## src/rtl/tcc16_pkg.sv

```systemverilog
/*
  Constants and types shared by the 16-bit capture/compare timer.
  Assumes a 32-bit classic Wishbone register bus with byte addresses.
*/
package tcc16_pkg;
	localparam int ADR_W = 8;
	localparam int DAT_W = 32;

	localparam logic [7:0] OFS_COUNTER = 8'h00;
	localparam logic [7:0] OFS_CC_A    = 8'h04;
	localparam logic [7:0] OFS_CC_B    = 8'h08;
	localparam logic [7:0] OFS_MODE    = 8'h0C;
	localparam logic [7:0] OFS_CCCTL   = 8'h10;
	localparam logic [7:0] OFS_PRESC   = 8'h14;
	localparam logic [7:0] OFS_OUTCTL  = 8'h18;

	localparam logic [15:0] RST_COUNT = 16'h0000;
	localparam logic [15:0] RST_CC    = 16'h0000;
	localparam logic [15:0] CNT_ONE   = 16'h0001;
	localparam logic [15:0] CNT_MAX   = 16'hFFFF;
	localparam logic [7:0]  RST_CTRL  = 8'h00;

	localparam logic [7:0] MODE_WMASK   = 8'h0F;
	localparam logic [7:0] CCCTL_WMASK  = 8'h07;
	localparam logic [7:0] PRESC_WMASK  = 8'hF3;
	localparam logic [7:0] OUTCTL_WMASK = 8'h07;

	localparam int MODE_OVF_BIT   = 0;
	localparam int MODE_RUN_LSB   = 2;
	localparam int CC_A_MODE_BIT  = 0;
	localparam int CC_A_TRIG_BIT  = 1;
	localparam int CC_B_MODE_BIT  = 2;
	localparam int PRE_CLK_LSB    = 0;
	localparam int PRE_EDGE_A_LSB = 4;
	localparam int PRE_EDGE_B_LSB = 6;
	localparam int OUT_EN_BIT     = 0;
	localparam int OUT_PPG_BIT    = 1;
	localparam int OUT_OSM_BIT    = 2;
	localparam int OUT_OST_BIT    = 3;

	localparam logic [1:0] EDGE_FALL = 2'h0;
	localparam logic [1:0] EDGE_RISE = 2'h1;
	localparam logic [1:0] EDGE_BOTH = 2'h3;

	localparam logic [1:0] CLK_DIV1  = 2'h0;
	localparam logic [1:0] CLK_DIV4  = 2'h1;
	localparam logic [1:0] CLK_DIV16 = 2'h2;
	localparam logic [1:0] CLK_EVENT = 2'h3;
	localparam logic [3:0] DIV4_LAST  = 4'h3;
	localparam logic [3:0] DIV16_LAST = 4'hF;

	localparam int EDGE_STABLE_CYCLES = 2;

	typedef enum logic [1:0] {
		TCC16_STOP,
		TCC16_FREE,
		TCC16_CLR_EDGE,
		TCC16_CLR_MATCH
	} tcc16_run_t;
endpackage

```

## src/rtl/tcc16_edge.sv

```systemverilog
/*
  Synchroniser, level filter and edge detector for one timer input pin.
  Assumes the pin is asynchronous to clk and holds each level for
  at least two clock periods.
*/
`timescale 1ns/10ps
module tcc16_edge (
	input  wire logic clk,
	input  wire logic rstN,
	input  wire logic ce,
	input  wire logic pinIn,
	output logic      rise,
	output logic      fall
);
	import tcc16_pkg::*;

	logic                          meta;
	logic [EDGE_STABLE_CYCLES-1:0] hist;
	logic                          level;
	logic [EDGE_STABLE_CYCLES-1:0] next_hist;
	logic                          next_level;
	logic                          allHigh;
	logic                          allLow;

	always_comb begin
		next_hist = {hist[EDGE_STABLE_CYCLES-2:0], meta};
		allHigh = &hist;
		allLow = ~|hist;
		next_level = allHigh ? 1'h1 : (allLow ? 1'h0 : level);
		rise = allHigh & ~level;
		fall = allLow & level;
	end

	// The first stage feeds only the history shift register.
	always_ff @(posedge clk or negedge rstN) begin
		if (!rstN) begin
			meta <= 1'h0;
			hist <= '0;
			level <= 1'h0;
		end else if (ce) begin
			meta <= pinIn;
			hist <= next_hist;
			level <= next_level;
		end
	end
endmodule // tcc16_edge

```

## src/rtl/tcc16_prescale.sv

```systemverilog
/*
  Count clock generator: a one-cycle tick at a divided rate or on
  a qualified external edge.
  Assumes hold is raised while the counter must not advance.
*/
`timescale 1ns/10ps
module tcc16_prescale (
	input  wire logic       clk,
	input  wire logic       rstN,
	input  wire logic       ce,
	input  wire logic       hold,
	input  wire logic [1:0] sel,
	input  wire logic       eventEdge,
	output logic            tick
);
	import tcc16_pkg::*;

	logic [3:0] div;
	logic [3:0] next_div;
	logic       raw;

	always_comb begin
		next_div = div + 4'h1;
		unique case (sel)
			CLK_DIV1:  raw = 1'h1;
			CLK_DIV4:  raw = (div[1:0] == DIV4_LAST[1:0]);
			CLK_DIV16: raw = (div == DIV16_LAST);
			CLK_EVENT: raw = eventEdge;
		endcase
		// A held tick is dropped, not deferred, so counts can be lost.
		tick = raw & ~hold;
	end

	always_ff @(posedge clk or negedge rstN) begin
		if (!rstN) begin
			div <= 4'h0;
		end else if (ce) begin
			div <= next_div;
		end
	end
endmodule // tcc16_prescale

```

## src/rtl/tcc16_top.sv

```systemverilog
/*
  16-bit capture/compare timer with a classic Wishbone register slave.
  Assumes synchronous inputs apart from the two edge pins, which are
  synchronised here, and software that honours the setting limits.
*/
// The register addresses and register access over Wishbone were decided locally.
`timescale 1ns/10ps
module tcc16_top (
	input  wire logic                         clk,
	input  wire logic                         rst_b,
	input  wire logic                         ce,
	input  wire logic                         wb_cyc_i,
	input  wire logic                         wb_stb_i,
	input  wire logic                         wb_we_i,
	input  wire logic [tcc16_pkg::ADR_W-1:0]  wb_adr_i,
	input  wire logic [3:0]                   wb_sel_i,
	input  wire logic [tcc16_pkg::DAT_W-1:0]  wb_dat_i,
	output logic      [tcc16_pkg::DAT_W-1:0]  wb_dat_o,
	output logic                              wb_ack_o,
	input  wire logic                         edgeInputA,
	input  wire logic                         edgeInputB,
	output logic                              timerOut,
	output logic                              matchIrqA,
	output logic                              matchIrqB
);
	import tcc16_pkg::*;

	function automatic logic [15:0] merge16(input logic [15:0] old,
			input logic [31:0] d, input logic [3:0] s);
		logic [15:0] r;
		r = old;
		if (s[0]) r[7:0] = d[7:0];
		if (s[1]) r[15:8] = d[15:8];
		return r;
	endfunction

	function automatic logic [7:0] merge8(input logic [7:0] old,
			input logic [31:0] d, input logic [3:0] s, input logic [7:0] m);
		return s[0] ? ((old & ~m) | (d[7:0] & m)) : old;
	endfunction

	function automatic logic validEdge(input logic [1:0] code,
			input logic r, input logic f);
		logic v;
		v = 1'h0;
		if (code == EDGE_FALL) v = f;
		if (code == EDGE_RISE) v = r;
		if (code == EDGE_BOTH) v = r | f;
		return v;
	endfunction

	logic [1:0]  rstPipe;
	logic        rstN;

	logic        ack;
	logic [31:0] rdata;
	logic        next_ack;
	logic [31:0] next_rdata;

	logic [15:0] upCounter;
	logic [15:0] ccA, ccB;
	logic [7:0]  timerMode;
	logic [7:0]  ccCtrl;
	logic [7:0]  presc;
	logic [7:0]  outCtl;
	logic        wrapped;
	logic        capPendA, capPendB;
	logic        armed, outLevel;
	logic        irqA, irqB;
	logic [15:0] next_upCounter;
	logic [15:0] next_ccA, next_ccB;
	logic [7:0]  next_timerMode;
	logic [7:0]  next_ccCtrl;
	logic [7:0]  next_presc;
	logic [7:0]  next_outCtl;
	logic        next_wrapped;
	logic        next_capPendA, next_capPendB;
	logic        next_armed, next_outLevel;
	logic        next_irqA, next_irqB;

	logic        req, newReq, wrStb, rdStb, cntRead;
	tcc16_run_t  runMode;
	logic        running;
	logic        aRise, aFall, bRise, bFall;
	logic        edgeA, edgeB, oppA;
	logic        capA, capB, tick;
	logic        hitA, hitB, cmpA, cmpB;
	logic        ostTrig, ovfEvent, clrNow;

	// Reset enters asynchronously, leaves through two stages on release.
	always_ff @(posedge clk or negedge rst_b) begin
		if (!rst_b) begin
			rstPipe <= 2'h0;
		end else begin
			rstPipe <= {rstPipe[0], 1'h1};
		end
	end
	assign rstN = rstPipe[1];

	tcc16_edge u_edgeA (
		.clk   (clk),
		.rstN  (rstN),
		.ce    (ce),
		.pinIn (edgeInputA),
		.rise  (aRise),
		.fall  (aFall)
	);

	tcc16_edge u_edgeB (
		.clk   (clk),
		.rstN  (rstN),
		.ce    (ce),
		.pinIn (edgeInputB),
		.rise  (bRise),
		.fall  (bFall)
	);

	tcc16_prescale u_presc (
		.clk       (clk),
		.rstN      (rstN),
		.ce        (ce),
		.hold      (cntRead | ~running),
		.sel       (presc[PRE_CLK_LSB +: 2]),
		.eventEdge (edgeA),
		.tick      (tick)
	);

	always_comb begin
		req = wb_cyc_i & wb_stb_i;
		newReq = req & ~ack;
		wrStb = newReq & wb_we_i;
		rdStb = newReq & ~wb_we_i;
		// The whole counter read cycle stalls the count clock.
		cntRead = req & ~wb_we_i & (wb_adr_i == OFS_COUNTER);
		runMode = tcc16_run_t'(timerMode[MODE_RUN_LSB +: 2]);
		running = (runMode != TCC16_STOP);
		edgeA = validEdge(presc[PRE_EDGE_A_LSB +: 2], aRise, aFall);
		edgeB = validEdge(presc[PRE_EDGE_B_LSB +: 2], bRise, bFall);
		oppA = 1'h0;
		if (presc[PRE_EDGE_A_LSB +: 2] == EDGE_RISE) oppA = aFall;
		if (presc[PRE_EDGE_A_LSB +: 2] == EDGE_FALL) oppA = aRise;
		// Captures come from pin edges only, never from bus reads.
		capA = running & ccCtrl[CC_A_MODE_BIT]
			& (ccCtrl[CC_A_TRIG_BIT] ? oppA : edgeB);
		capB = running & ccCtrl[CC_B_MODE_BIT] & edgeA;
		// Zero matches only after a wrap, so a fresh start stays quiet.
		hitA = (upCounter == ccA) & ((upCounter != RST_COUNT) | wrapped);
		hitB = (upCounter == ccB) & ((upCounter != RST_COUNT) | wrapped);
		cmpA = running & tick & ~ccCtrl[CC_A_MODE_BIT] & hitA;
		cmpB = running & tick & ~ccCtrl[CC_B_MODE_BIT] & hitB;
		ostTrig = wrStb & (wb_adr_i == OFS_OUTCTL) & wb_sel_i[0]
			& wb_dat_i[OUT_OST_BIT] & outCtl[OUT_OSM_BIT];
		clrNow = ostTrig | ((runMode == TCC16_CLR_EDGE) & edgeA);
		ovfEvent = running & tick & ~clrNow & (upCounter == CNT_MAX)
			& ~((runMode == TCC16_CLR_MATCH) & (upCounter == ccA));
	end

	// Bus group: one wait state, ack for a single cycle.
	always_comb begin
		next_ack = newReq;
		next_rdata = rdata;
		if (rdStb) begin
			unique case (wb_adr_i)
				OFS_COUNTER: next_rdata = {16'h0000, upCounter};
				OFS_CC_A:    next_rdata = {16'h0000, ccA};
				OFS_CC_B:    next_rdata = {16'h0000, ccB};
				OFS_MODE:    next_rdata = {24'h000000, timerMode};
				OFS_CCCTL:   next_rdata = {24'h000000, ccCtrl};
				OFS_PRESC:   next_rdata = {24'h000000, presc};
				OFS_OUTCTL:  next_rdata = {24'h000000, outCtl};
				default:     next_rdata = 32'h00000000;
			endcase
		end
	end

	always_ff @(posedge clk or negedge rstN) begin
		if (!rstN) begin
			ack <= 1'h0;
			rdata <= 32'h00000000;
		end else if (ce) begin
			ack <= next_ack;
			rdata <= next_rdata;
		end
	end
	assign wb_ack_o = ack;
	assign wb_dat_o = rdata;

	// Timer group.
	always_comb begin
		next_ccCtrl = ccCtrl;
		next_presc = presc;
		next_outCtl = outCtl;
		next_timerMode = timerMode;
		next_ccA = ccA;
		next_ccB = ccB;
		if (wrStb) begin
			unique case (wb_adr_i)
				OFS_CC_A:   next_ccA = merge16(ccA, wb_dat_i, wb_sel_i);
				OFS_CC_B:   next_ccB = merge16(ccB, wb_dat_i, wb_sel_i);
				OFS_MODE:   next_timerMode = merge8(timerMode, wb_dat_i,
					wb_sel_i, MODE_WMASK);
				OFS_CCCTL:  next_ccCtrl = merge8(ccCtrl, wb_dat_i,
					wb_sel_i, CCCTL_WMASK);
				OFS_PRESC:  next_presc = merge8(presc, wb_dat_i,
					wb_sel_i, PRESC_WMASK);
				OFS_OUTCTL: next_outCtl = merge8(outCtl, wb_dat_i,
					wb_sel_i, OUTCTL_WMASK);
				default:    next_ccA = ccA;
			endcase
		end
		// Overflow set beats a software clear in the same cycle.
		if (ovfEvent) next_timerMode[MODE_OVF_BIT] = 1'h1;
		// A stop leaves both registers as they are; nothing is promised.
		if (capA) next_ccA = upCounter;
		if (capB) next_ccB = upCounter;

		next_wrapped = wrapped;
		next_upCounter = upCounter;
		if (!running) begin
			next_upCounter = RST_COUNT;
			next_wrapped = 1'h0;
		end else if (clrNow) begin
			next_upCounter = RST_COUNT;
			next_wrapped = 1'h0;
		end else if (tick) begin
			if ((runMode == TCC16_CLR_MATCH) && (upCounter == ccA)) begin
				next_upCounter = RST_COUNT;
			end else begin
				next_upCounter = upCounter + CNT_ONE;
			end
			if (ovfEvent) next_wrapped = 1'h1;
		end

		next_capPendA = capA | (capPendA & ~tick);
		next_capPendB = capB | (capPendB & ~tick);
		next_irqA = cmpA | (tick & capPendA);
		next_irqB = cmpB | (tick & capPendB);

		next_armed = armed;
		next_outLevel = outLevel;
		if (!outCtl[OUT_EN_BIT]) begin
			next_outLevel = 1'h0;
			next_armed = 1'h0;
		end else if (outCtl[OUT_OSM_BIT]) begin
			if (ostTrig) next_armed = 1'h1;
			if (armed & cmpB) next_outLevel = 1'h1;
			if (armed & cmpA) begin
				next_outLevel = 1'h0;
				next_armed = 1'h0;
			end
		end else if (outCtl[OUT_PPG_BIT]) begin
			if (cmpB) next_outLevel = 1'h0;
			if (cmpA) next_outLevel = 1'h1;
		end else if (cmpA | cmpB) begin
			next_outLevel = ~outLevel;
		end
	end

	always_ff @(posedge clk or negedge rstN) begin
		if (!rstN) begin
			upCounter <= RST_COUNT;
			ccA <= RST_CC;
			ccB <= RST_CC;
			timerMode <= RST_CTRL;
			ccCtrl <= RST_CTRL;
			presc <= RST_CTRL;
			outCtl <= RST_CTRL;
			wrapped <= 1'h0;
			capPendA <= 1'h0;
			capPendB <= 1'h0;
			armed <= 1'h0;
			outLevel <= 1'h0;
			irqA <= 1'h0;
			irqB <= 1'h0;
		end else if (ce) begin
			upCounter <= next_upCounter;
			ccA <= next_ccA;
			ccB <= next_ccB;
			timerMode <= next_timerMode;
			ccCtrl <= next_ccCtrl;
			presc <= next_presc;
			outCtl <= next_outCtl;
			wrapped <= next_wrapped;
			capPendA <= next_capPendA;
			capPendB <= next_capPendB;
			armed <= next_armed;
			outLevel <= next_outLevel;
			irqA <= next_irqA;
			irqB <= next_irqB;
		end
	end
	assign timerOut = outLevel;
	assign matchIrqA = irqA;
	assign matchIrqB = irqB;
endmodule // tcc16_top

```

## config.mk

```make
export PLATFORM = sky130hd
export DESIGN_NAME = tcc16_top
export DESIGN_NICKNAME = d
export VERILOG_FILES = /design/src/rtl/tcc16_pkg.sv /design/src/rtl/tcc16_edge.sv /design/src/rtl/tcc16_prescale.sv /design/src/rtl/tcc16_top.sv
export SDC_FILE = /design/constraint.sdc
export NUM_CORES = 1
export LEC_CHECK = 0
export ABC_AREA = 0
export ABC_CLOCK_PERIOD_IN_PS = 5150
export BUFFER_PORTS_ARGS = -buffer_cell sky130_fd_sc_hd__buf_2
export CAP_MARGIN = 10
export CORE_MARGIN = 2
export CORE_UTILIZATION = 35
export CTS_CLUSTER_DIAMETER = 30
export DETAILED_ROUTE_END_ITERATION = 6
export HOLD_SLACK_MARGIN = 0.15
export PLACE_DENSITY = 0.54
export SYNTH_ARGS = -nofsm -noshare
export SYNTH_HDL_FRONTEND = slang
export SYNTH_SLANG_ARGS = --single-unit
```

## constraint.sdc

```tcl
create_clock -name clk -period 5.15 [get_ports clk]
set_clock_uncertainty 0.2 [all_clocks]
set_input_delay 0 -clock clk [delete_from_list [all_inputs] [get_ports clk]]
set_output_delay 0 -clock clk [all_outputs]
set_load 0.03 [all_outputs]
```

## Yosys cells after proc, flatten, opt, wreduce, memory -nomap -nowiden

Index checks and enable logic that the tools add are counted.

| word-level totals | value |
|---|---|
| bits in registers | 134 |
| input port bits | 52 |
| output and inout bits | 36 |
| logic and storage cells | 208 |

| operators by class | value |
|---|---|
| $add $sub $neg | 2 |
| equal/unequal tests | 29 |
| mux-type cells | 47 |
| bitwise operators | 63 |
| reductions and logical operators | 40 |

Operators by type and width:

| operator | count |
|---|---|
| $mux W16 | 10 |
| $pmux W16 S7 | 1 |
| $reduce_and A4 Y1 | 10 |
| $and A1 B1 Y1 | 37 |
| $mux W1 | 33 |
| $eq A16 B16 Y1 | 2 |
| $eq A8 B5 Y1 const B | 3 |
| $reduce_bool A2 Y1 | 12 |
| $add A16 B1 Y16 const B | 1 |
| $eq A16 B16 Y1 const B | 1 |
| $eq A8 B4 Y1 const B | 2 |
| $mux W8 | 2 |
| $or A8 B3 Y8 | 2 |
| $reduce_bool A16 Y1 | 1 |
| $eq A2 B2 Y1 const B | 7 |
| $not A1 Y1 | 12 |
| $reduce_and A2 Y1 | 6 |
| $or A1 B1 Y1 | 10 |
| $ne A3 B1 Y1 const B | 3 |
| $eq A8 B3 Y1 const B | 1 |
| $logic_not A8 Y1 | 1 |
| $or A4 B8 Y8 | 1 |
| $or A8 B4 Y8 | 1 |
| $eq A2 B1 Y1 const B | 3 |
| 12 further kinds | 19 |

## Longest topological paths before layout

Gate-level depths: netlist of run 1.

| logic depth | value |
|---|---|
| depth after elaboration | 16 |
| gate-level depth with buffers | 9 |
| gate-level depth less buffers | 8 |

## Modules after synthesis

A second synthesis of run 1 with hierarchy kept.

| second synthesis, totals | value |
|---|---|
| cells, all modules | 593 |
| area, all modules | 5873.1 um2 |

Modules (own cells, without submodules):

| module | times used | cells an instance | area an instance (um2) | seq. area each (um2) |
|---|---|---|---|---|
| tcc16_top | 1 | 543 | 5270.1 | 2252.2 |
| tcc16_edge | 2 | 17 | 202.7 | 100.1 |
| tcc16_prescale | 1 | 16 | 197.7 | 100.1 |

## Worst setup path before layout of run 1

No wires, ideal clock.

| timing | value |
|---|---|
| kind | register to register |
| start point | reg u_edgeA.hist[0] |
| end point | reg ccA[12] |
| setup time | 0.128 ns |
| arrival | 2.016 ns |
| data required time | 4.822 ns |
| setup slack | 2.806 ns |
| stages on the path, launching flop included | 8 |
| buffers on the path | 1 |
| period minus slack after synthesis | 2.344 ns |
| path through | dfrtp_1 -> ha_1 -> or3b_1 -> a21o_1 -> a211oi_4 -> buf_8 -> mux2i_1 -> o21ai_2 |

| on the way | value |
|---|---|
| elaborated cells on any way between the ends | 14 |
| those cells by class | mux: 4; bitwise: 3; reduce/logical: 7 |

RTL lines:

| item | line | text |
|---|---|---|
| from (decl) | tcc16_edge.sv:18 | `logic [EDGE_STABLE_CYCLES-1:0] hist;` |
| from (signal assigned) | tcc16_edge.sv:42 | `hist <= next_hist;` |
| $reduce_and A2 Y1 * | tcc16_edge.sv:27 | `allHigh = &hist;` |
| net u_edgeA.allHigh | tcc16_edge.sv:22 | `logic allHigh;` |
| $and A1 B1 Y1 * | tcc16_edge.sv:30 | `rise = allHigh & ~level;` |
| $mux W1 * | tcc16_top.sv:141 | `if (presc[PRE_EDGE_A_LSB +: 2] == EDGE_FALL) oppA = aRise;` |
| $mux W1 * | tcc16_top.sv:144 | `& (ccCtrl[CC_A_TRIG_BIT] ? oppA : edgeB);` |
| $and A1 B1 Y1 * | tcc16_top.sv:144 |  |
| $reduce_bool A2 Y1 (no source line) | n/a |  |
| $reduce_and A4 Y1 (no source line) | n/a |  |
| to (signal assigned) | tcc16_top.sv:277 | `ccA <= next_ccA;` |
| to (decl) | tcc16_top.sv:61 | `logic [15:0] ccA, ccB;` |

Mark *: on every way through the listed nets, which the timed path passes. The rest lies on a longest branch.
A chain may end at the register's enable or synchronous reset.

## Worst setup path in the final report of run 1

| timing | value |
|---|---|
| start point | in wb_adr_i[0] (netlist bit) |
| end point | reg ccA[13] |

| on the way | value |
|---|---|
| longest elaborated chain between the ends | 3 |

Ends and longest elaborated chain:

| item | line | text |
|---|---|---|
| from (decl) | tcc16_top.sv:15 | `input wire logic [tcc16_pkg::ADR_W-1:0] wb_adr_i,` |
| $eq A8 B3 Y1 | tcc16_top.sv:197 | `unique case (wb_adr_i)` |
| $reduce_bool A2 Y1 (no source line) | n/a |  |
| $reduce_and A4 Y1 (no source line) | n/a |  |

Every way passes these cells.

==> impl_metrics.py, run 1 <==
metrics = {
    "outcome": {
        "status": "completed",
    },
    "place": {
        "place_hpwl_um": 11900,
        "globalplace.congestion": 0.886,
        "io_buffers": 53,
        "dp_cells": 850,
        "place_area_mm2": 0.00649,
        "place_ws_ps": 2010,
    },
    "hold_path": {
        "min_to": "rstPipe[1]",
        "min_path_cells": 0,
        "hp-class": "flop to flop",
        "hp-start": "rstPipe[0]",
    },
    "job": {
        "max-cap-violations": 0,
    },
    "worst_setup_path": {
        "arrival_ps": 3770,
        "rr_endpoint": "timerMode[0]",
        "worst_r2r_startpoint": "upCounter[0]",
        "reg2reg_slack_ps": 1660,
        "critPathLaunch": "wb_adr_i[0]",
        "start_kind": "input port",
        "cp_max_fo": 16,
        "crit_type": "input port to flop",
        "crit_path_end_kind": "flop",
        "rr_worst_depth": 8,
        "crit_required_ps": 5180,
    },
    "logic_synthesis": {
        "syn_avg_cell_area_um2": 10.1,
        "yosysSeqAreaShare": 0.411,
        "async_flop_share": 1.00,
        "synth_ff_type": "dfrtp_1",
        "synth.distinct_cells": 76,
        "synth_edf_count": 0,
        "netlist_instances": 613,
        "ys_warn_count": 0,
        "syn_area_mm2": 0.00621,
        "ys_ff_latch": 102,
    },
    "cells_and_area": {
        "synthToLayoutAreaGrowth_pct": 18.0,
        "final_util": 0.423,
        "layout.cells.non_filler": 914,
        "diodes": 0,
        "post-route-cell-area_mm2": 0.00733,
        "final_common_cell": "dfrtp_1",
        "layout.nets": 743,
        "layout_common_cells": "dfrtp_1, nand2_1, buf_2, mux2_2, dlygate4sd3_1",
        "drive_gt1_frac": 0.226,
    },
    "route": {
        "drtAntennaViolNets": 0,
        "wl_per_cell_um": 18.7,
        "drt_iter0_drc": 491,
        "routed_via_density": 5.50,
        "first_pass_iters": 6,
        "drc_errors": 0,
        "wl_um": 17100,
        "vias": 5024,
    },
    "global_route": {
        "grt_use_total": 0.188,
        "grt_antenna_before_repair": 0,
        "grt_pass1_vias": 4943,
        "grt_pass1_wl_um": 27000,
        "overflow": 0,
        "grt_max_degree": 68,
    },
    "power_and_ir_drop": {
        "p_leak_nw": 3.13,
        "peakVddDrop_v": 0.000212,
        "power_mw": 1.88,
        "p_per_area_mw_per_mm2": 257,
    },
    "clock_tree": {
        "clock_latency_ps": 350,
        "cts_sinks": 102,
        "cts.clk_slew.worst_paths_ps": 70,
        "cts_buffers": 9,
        "post_cts_buffers": 0,
        "htree_levels": 3,
        "clockBufferDepth": 2,
        "root_buffer": "clkbuf_16",
        "cts_tree": "yes",
    },
    "timing": {
        "relSlewSlack": 0.403,
        "final.min_clock_period_ps": 3740,
        "fin_ws_ps": 1410,
        "timing_hold_violations_final": 0,
        "tightest_slew_ps": 893,
        "finalSetupViolCount": 0,
        "fmax_ghz": 0.268,
        "rsz0062_at_grt": "false",
        "maxSlewViolCount": 0,
        "tns_ps": 0,
        "fin_crit_sh": 0.726,
        "timing.hold.ws_ps": 157,
    },
    "floorplanning": {
        "chipHeight_um": 137,
        "die_x_um": 137,
        "ioPinCount": 88,
        "core_area_mm2": 0.0174,
        "start_util": 0.358,
        "die-area_mm2": 0.0188,
        "rows": 48,
    },
}
[area by class of cell]
cell class                      instances  area [µm²]
Clock inverter                          5         105
Clock buffer                           11         253
Tap cell                              225         282
Fill cell                            1660       10000
Timing Repair Buffer                  105         786
Sequential cell                       102        2560
Multi-Input combinational cell        439        3250
Inverter                               27         101
[worst max-delay path by stage]
stage,to,cells after the start
2_1_floorplan,armed,0
3_3_place_gp,wb_dat_o[5],6
3_5_place_dp,wb_dat_o[6],6
4_1_cts,ccA[14],10
5_1_grt,ccA[9],10
6_report,ccA[13],10
[cells in the mapped netlist (all sizes together) (7+ instances only)]
| cell type | n | share of area |
|---|---|---|
| inv | 27 | 0.016 |
| nand3 | 17 | 0.014 |
| dfrtp | 102 | 0.41 |
| nor2 | 18 | 0.011 |
| o22ai | 10 | 0.011 |
| a211oi | 15 | 0.021 |
| ha | 7 | 0.014 |
| mux2 | 51 | 0.092 |
| xor2 | 14 | 0.020 |
| o21ai | 44 | 0.039 |
| nand4 | 20 | 0.020 |
| buf | 46 | 0.050 |
| nor4 | 12 | 0.020 |
| a21oi | 14 | 0.016 |
| mux2i | 23 | 0.037 |
| clkbuf | 14 | 0.0085 |
| nand2 | 62 | 0.039 |
| a222oi | 9 | 0.014 |
| xnor2 | 23 | 0.032 |
[metal layers]
layer / vias up / part of all wire / track usage
li1: 2340 / - / -
met1: 2464 / 0.48 / 0.265
met2: 194 / 0.45 / 0.289
met3: 26 / 0.055 / 0.0427
met4: 0 / 0.021 / 0.0510
met5: - / 0 / 0
[cells by family after synthesis]
logic type | count (synthesis) | share of synthesized area
and+or+nand+nor | 171 | 0.154
AOI/OAI and AO/OA | 133 | 0.163
DFF | 102 | 0.411
buffers and inverters | 87 | 0.0749
muxes | 74 | 0.129
xor gates and xnor gates | 37 | 0.0522
adders and majority gates | 7 | 0.0141
other | 2 | 0.00121
[registers in the layout, summed over array words and instances (netlist names), 2 cells and up]
| register | count |
|---|---|
| u_edgeB.hist | 2 |
| upCounter | 16 |
| ccB | 16 |
| ccA | 16 |
| outCtl | 3 |
| u_edgeA.hist | 2 |
| rstPipe | 2 |
| wb_dat_o | 16 |
| timerMode | 4 |
| u_presc.div | 4 |
| presc | 6 |
| ccCtrl | 3 |
[worst max-delay path, stage by stage]
cell and delay [ps]:
dlygate4sd3_1 530, buf_2 130, nor4_4 180, dlygate4sd3_1 680, nand2_4 140, nor3_4 680
a31oi_2 530, nand2_1 220, o21ai_2 70, dlygate4sd3_1 600
[timing repair]
| action | in CTS | in global routing |
|---|---|---|
| setup endpoints to repair | 0 | 0 |
| gates resized for setup | 0 | 0 |
| hold buffers | 48 | 0 |
| endpoints found under the hold margin | 106 | 0 |
[report_power, final]
part           switching (mW)  internal (mW)  total, mW
Combinational           0.112         0.0894      0.201
Sequential             0.0297          0.836      0.865
Clock                   0.313          0.502      0.815
Total                   0.455           1.43       1.88
No activity file was read; power rests on OpenSTA's default activity.
==> run 2: changes to the inputs <==
--- a/config.mk
+++ b/config.mk
@@ -6,7 +6,7 @@
 export NUM_CORES = 1
 export LEC_CHECK = 0
 export ABC_AREA = 0
-export ABC_CLOCK_PERIOD_IN_PS = 5150
+export ABC_CLOCK_PERIOD_IN_PS = 3000
 export BUFFER_PORTS_ARGS = -buffer_cell sky130_fd_sc_hd__buf_2
 export CAP_MARGIN = 10
 export CORE_MARGIN = 2
@@ -14,7 +14,7 @@
 export CTS_CLUSTER_DIAMETER = 30
 export DETAILED_ROUTE_END_ITERATION = 6
 export HOLD_SLACK_MARGIN = 0.15
-export PLACE_DENSITY = 0.54
+export PLACE_DENSITY = 0.56
 export SYNTH_ARGS = -nofsm -noshare
 export SYNTH_HDL_FRONTEND = slang
 export SYNTH_SLANG_ARGS = --single-unit
==> constraint.sdc (replaced) <==
create_clock -name clk -period 3 [get_ports clk]
set_clock_uncertainty 0.2 [all_clocks]
set_input_delay 0 -clock clk [delete_from_list [all_inputs] [get_ports clk]]
set_output_delay 0 -clock clk [all_outputs]
set_load 0.03 [all_outputs]
==> impl_metrics.py, run 2 (synthesis gave the netlist of run 1 again) <==
metrics = {
    "outcome": {
        "status": "completed",
    },
    "worst_setup_path": {
        "start_kind": "flop",
        "crit_path_end_kind": "flop",
        "crit_required_ps": 3050,
        "reg2reg_slack_ps": 170,
        "cp_max_fo": 17,
        "arrival_ps": 2890,
        "crit_type": "flop to flop",
    },
    "floorplanning": {
        "rows": 48,
        "ioPinCount": 88,
        "start_util": 0.358,
        "die_x_um": 137,
        "die-area_mm2": 0.0188,
        "core_area_mm2": 0.0174,
        "chipHeight_um": 137,
    },
    "cells_and_area": {
        "diodes": 0,
        "layout.nets": 757,
        "layout.cells.non_filler": 928,
        "layout_common_cells": "dfrtp_1, nand2_1, buf_2, mux2_2, dlygate4sd3_1",
        "synthToLayoutAreaGrowth_pct": 18.8,
        "drive_gt1_frac": 0.246,
        "final_common_cell": "dfrtp_1",
    },
    "route": {
        "wl_um": 17500,
        "first_pass_iters": 7,
        "drt_iter0_drc": 371,
        "drc_errors": 0,
        "vias": 5133,
        "drtAntennaViolNets": 0,
        "routed_via_density": 5.53,
        "wl_per_cell_um": 18.9,
    },
    "hold_path": {
        "hp-class": "flop to asynchronous set/reset pin",
    },
    "global_route": {
        "grt_max_degree": 101,
        "overflow": 0,
        "grt_use_total": 0.194,
        "grt_pass1_vias": 4998,
        "grt_pass1_wl_um": 27800,
        "grt_antenna_before_repair": 0,
    },
    "power_and_ir_drop": {
        "p_per_area_mw_per_mm2": 420,
        "p_leak_nw": 3.18,
        "peakVddDrop_v": 0.000291,
    },
    "place": {
        "globalplace.congestion": 0.919,
        "dp_cells": 871,
        "io_buffers": 53,
        "place_hpwl_um": 12600,
    },
    "clock_tree": {
        "cts_sinks": 102,
        "cts_tree": "yes",
        "clock_latency_ps": 350,
        "cts.clk_slew.worst_paths_ps": 70,
        "cts_buffers": 9,
        "post_cts_buffers": 0,
        "root_buffer": "clkbuf_16",
        "htree_levels": 3,
        "clockBufferDepth": 2,
        "cts_resized": 0,
    },
    "timing": {
        "final.min_clock_period_ps": 2830,
        "timing_hold_violations_final": 0,
        "maxSlewViolCount": 0,
        "relSlewSlack": 0.417,
        "tightest_slew_ps": 871,
        "fmax_ghz": 0.353,
        "tns_ps": 0,
        "rsz0062_at_grt": "false",
        "finalSetupViolCount": 0,
        "fin_crit_sh": 0.944,
    },
    "job": {
        "max-cap-violations": 0,
    },
}
-- run 2: final timing paths --
path                                 start      endpoint  cells past startpoint
min in group clk                rstPipe[0]    rstPipe[1]                      0
hold / removal                  rstPipe[1]     matchIrqA                      1
max in group asynchronous       rstPipe[1]  upCounter[6]                      1
setup reg to reg           u_edgeA.hist[0]  upCounter[6]                      8
setup / recovery           u_edgeA.hist[0]  upCounter[6]                      8
hold reg to reg                 rstPipe[1]     matchIrqA                      1
-- run 2: worst max-delay path: stages, from the launching register on --
cell      delay [ps]
dfrtp_1          370
inv_1             70
ha_1             210
and2_1           180
a211oi_2         280
o22ai_2          200
a31oi_4          500
nand3_1          430
o22ai_1          290
-- run 2: per-stage QoR --
stage | instance area (µm²) | utilization | hold WS [ps] | power, mW | setup slack, ps
after floorplan | 6270 | - | -496 | 1.74 | 656
after global placement | 6660 | 0.384 | -415 | 1.81 | 261
after detailed placement | 6660 | 0.384 | -411 | 1.82 | 191
after CTS | 7380 | 0.425 | 158 | 3.14 | 173
after global routing | 7380 | 0.425 | 159 | 3.23 | 7.47
final | 7380 | 0.425 | 142 | 3.10 | 167
-- run 2: cell type report --
cell class,instances,area (µm²)
Clock buffer,13,250
Clock inverter,3,67.6
Fill cell,1686,9970
Inverter,27,101
Multi-Input combinational cell,439,3250
Sequential cell,102,2560
Tap cell,225,282
Timing Repair Buffer,119,876
-- run 2: where the power goes --
part / switching (mW) / total, mW / internal (mW)
logic: 0.190 / 0.338 / 0.149
clock network: 0.521 / 1.28 / 0.756
registers: 0.0547 / 1.49 / 1.43
total: 0.765 / 3.10 / 2.34
-- run 2: repair_timing --
action,4_1_cts,5_1_grt
hold buffers,41,0
hold endpoints to repair,78,0
endpoints found under the setup margin,0,0
-- run 2: routing by layer --
metal	wire length, µm	GRT usage	vias up
met3	1210	0.0427	29
met4	408	0.0664	0
met1	7800	0.268	2525
met2	8120	0.301	218
li1	-	-	2361
met5	0	0	-
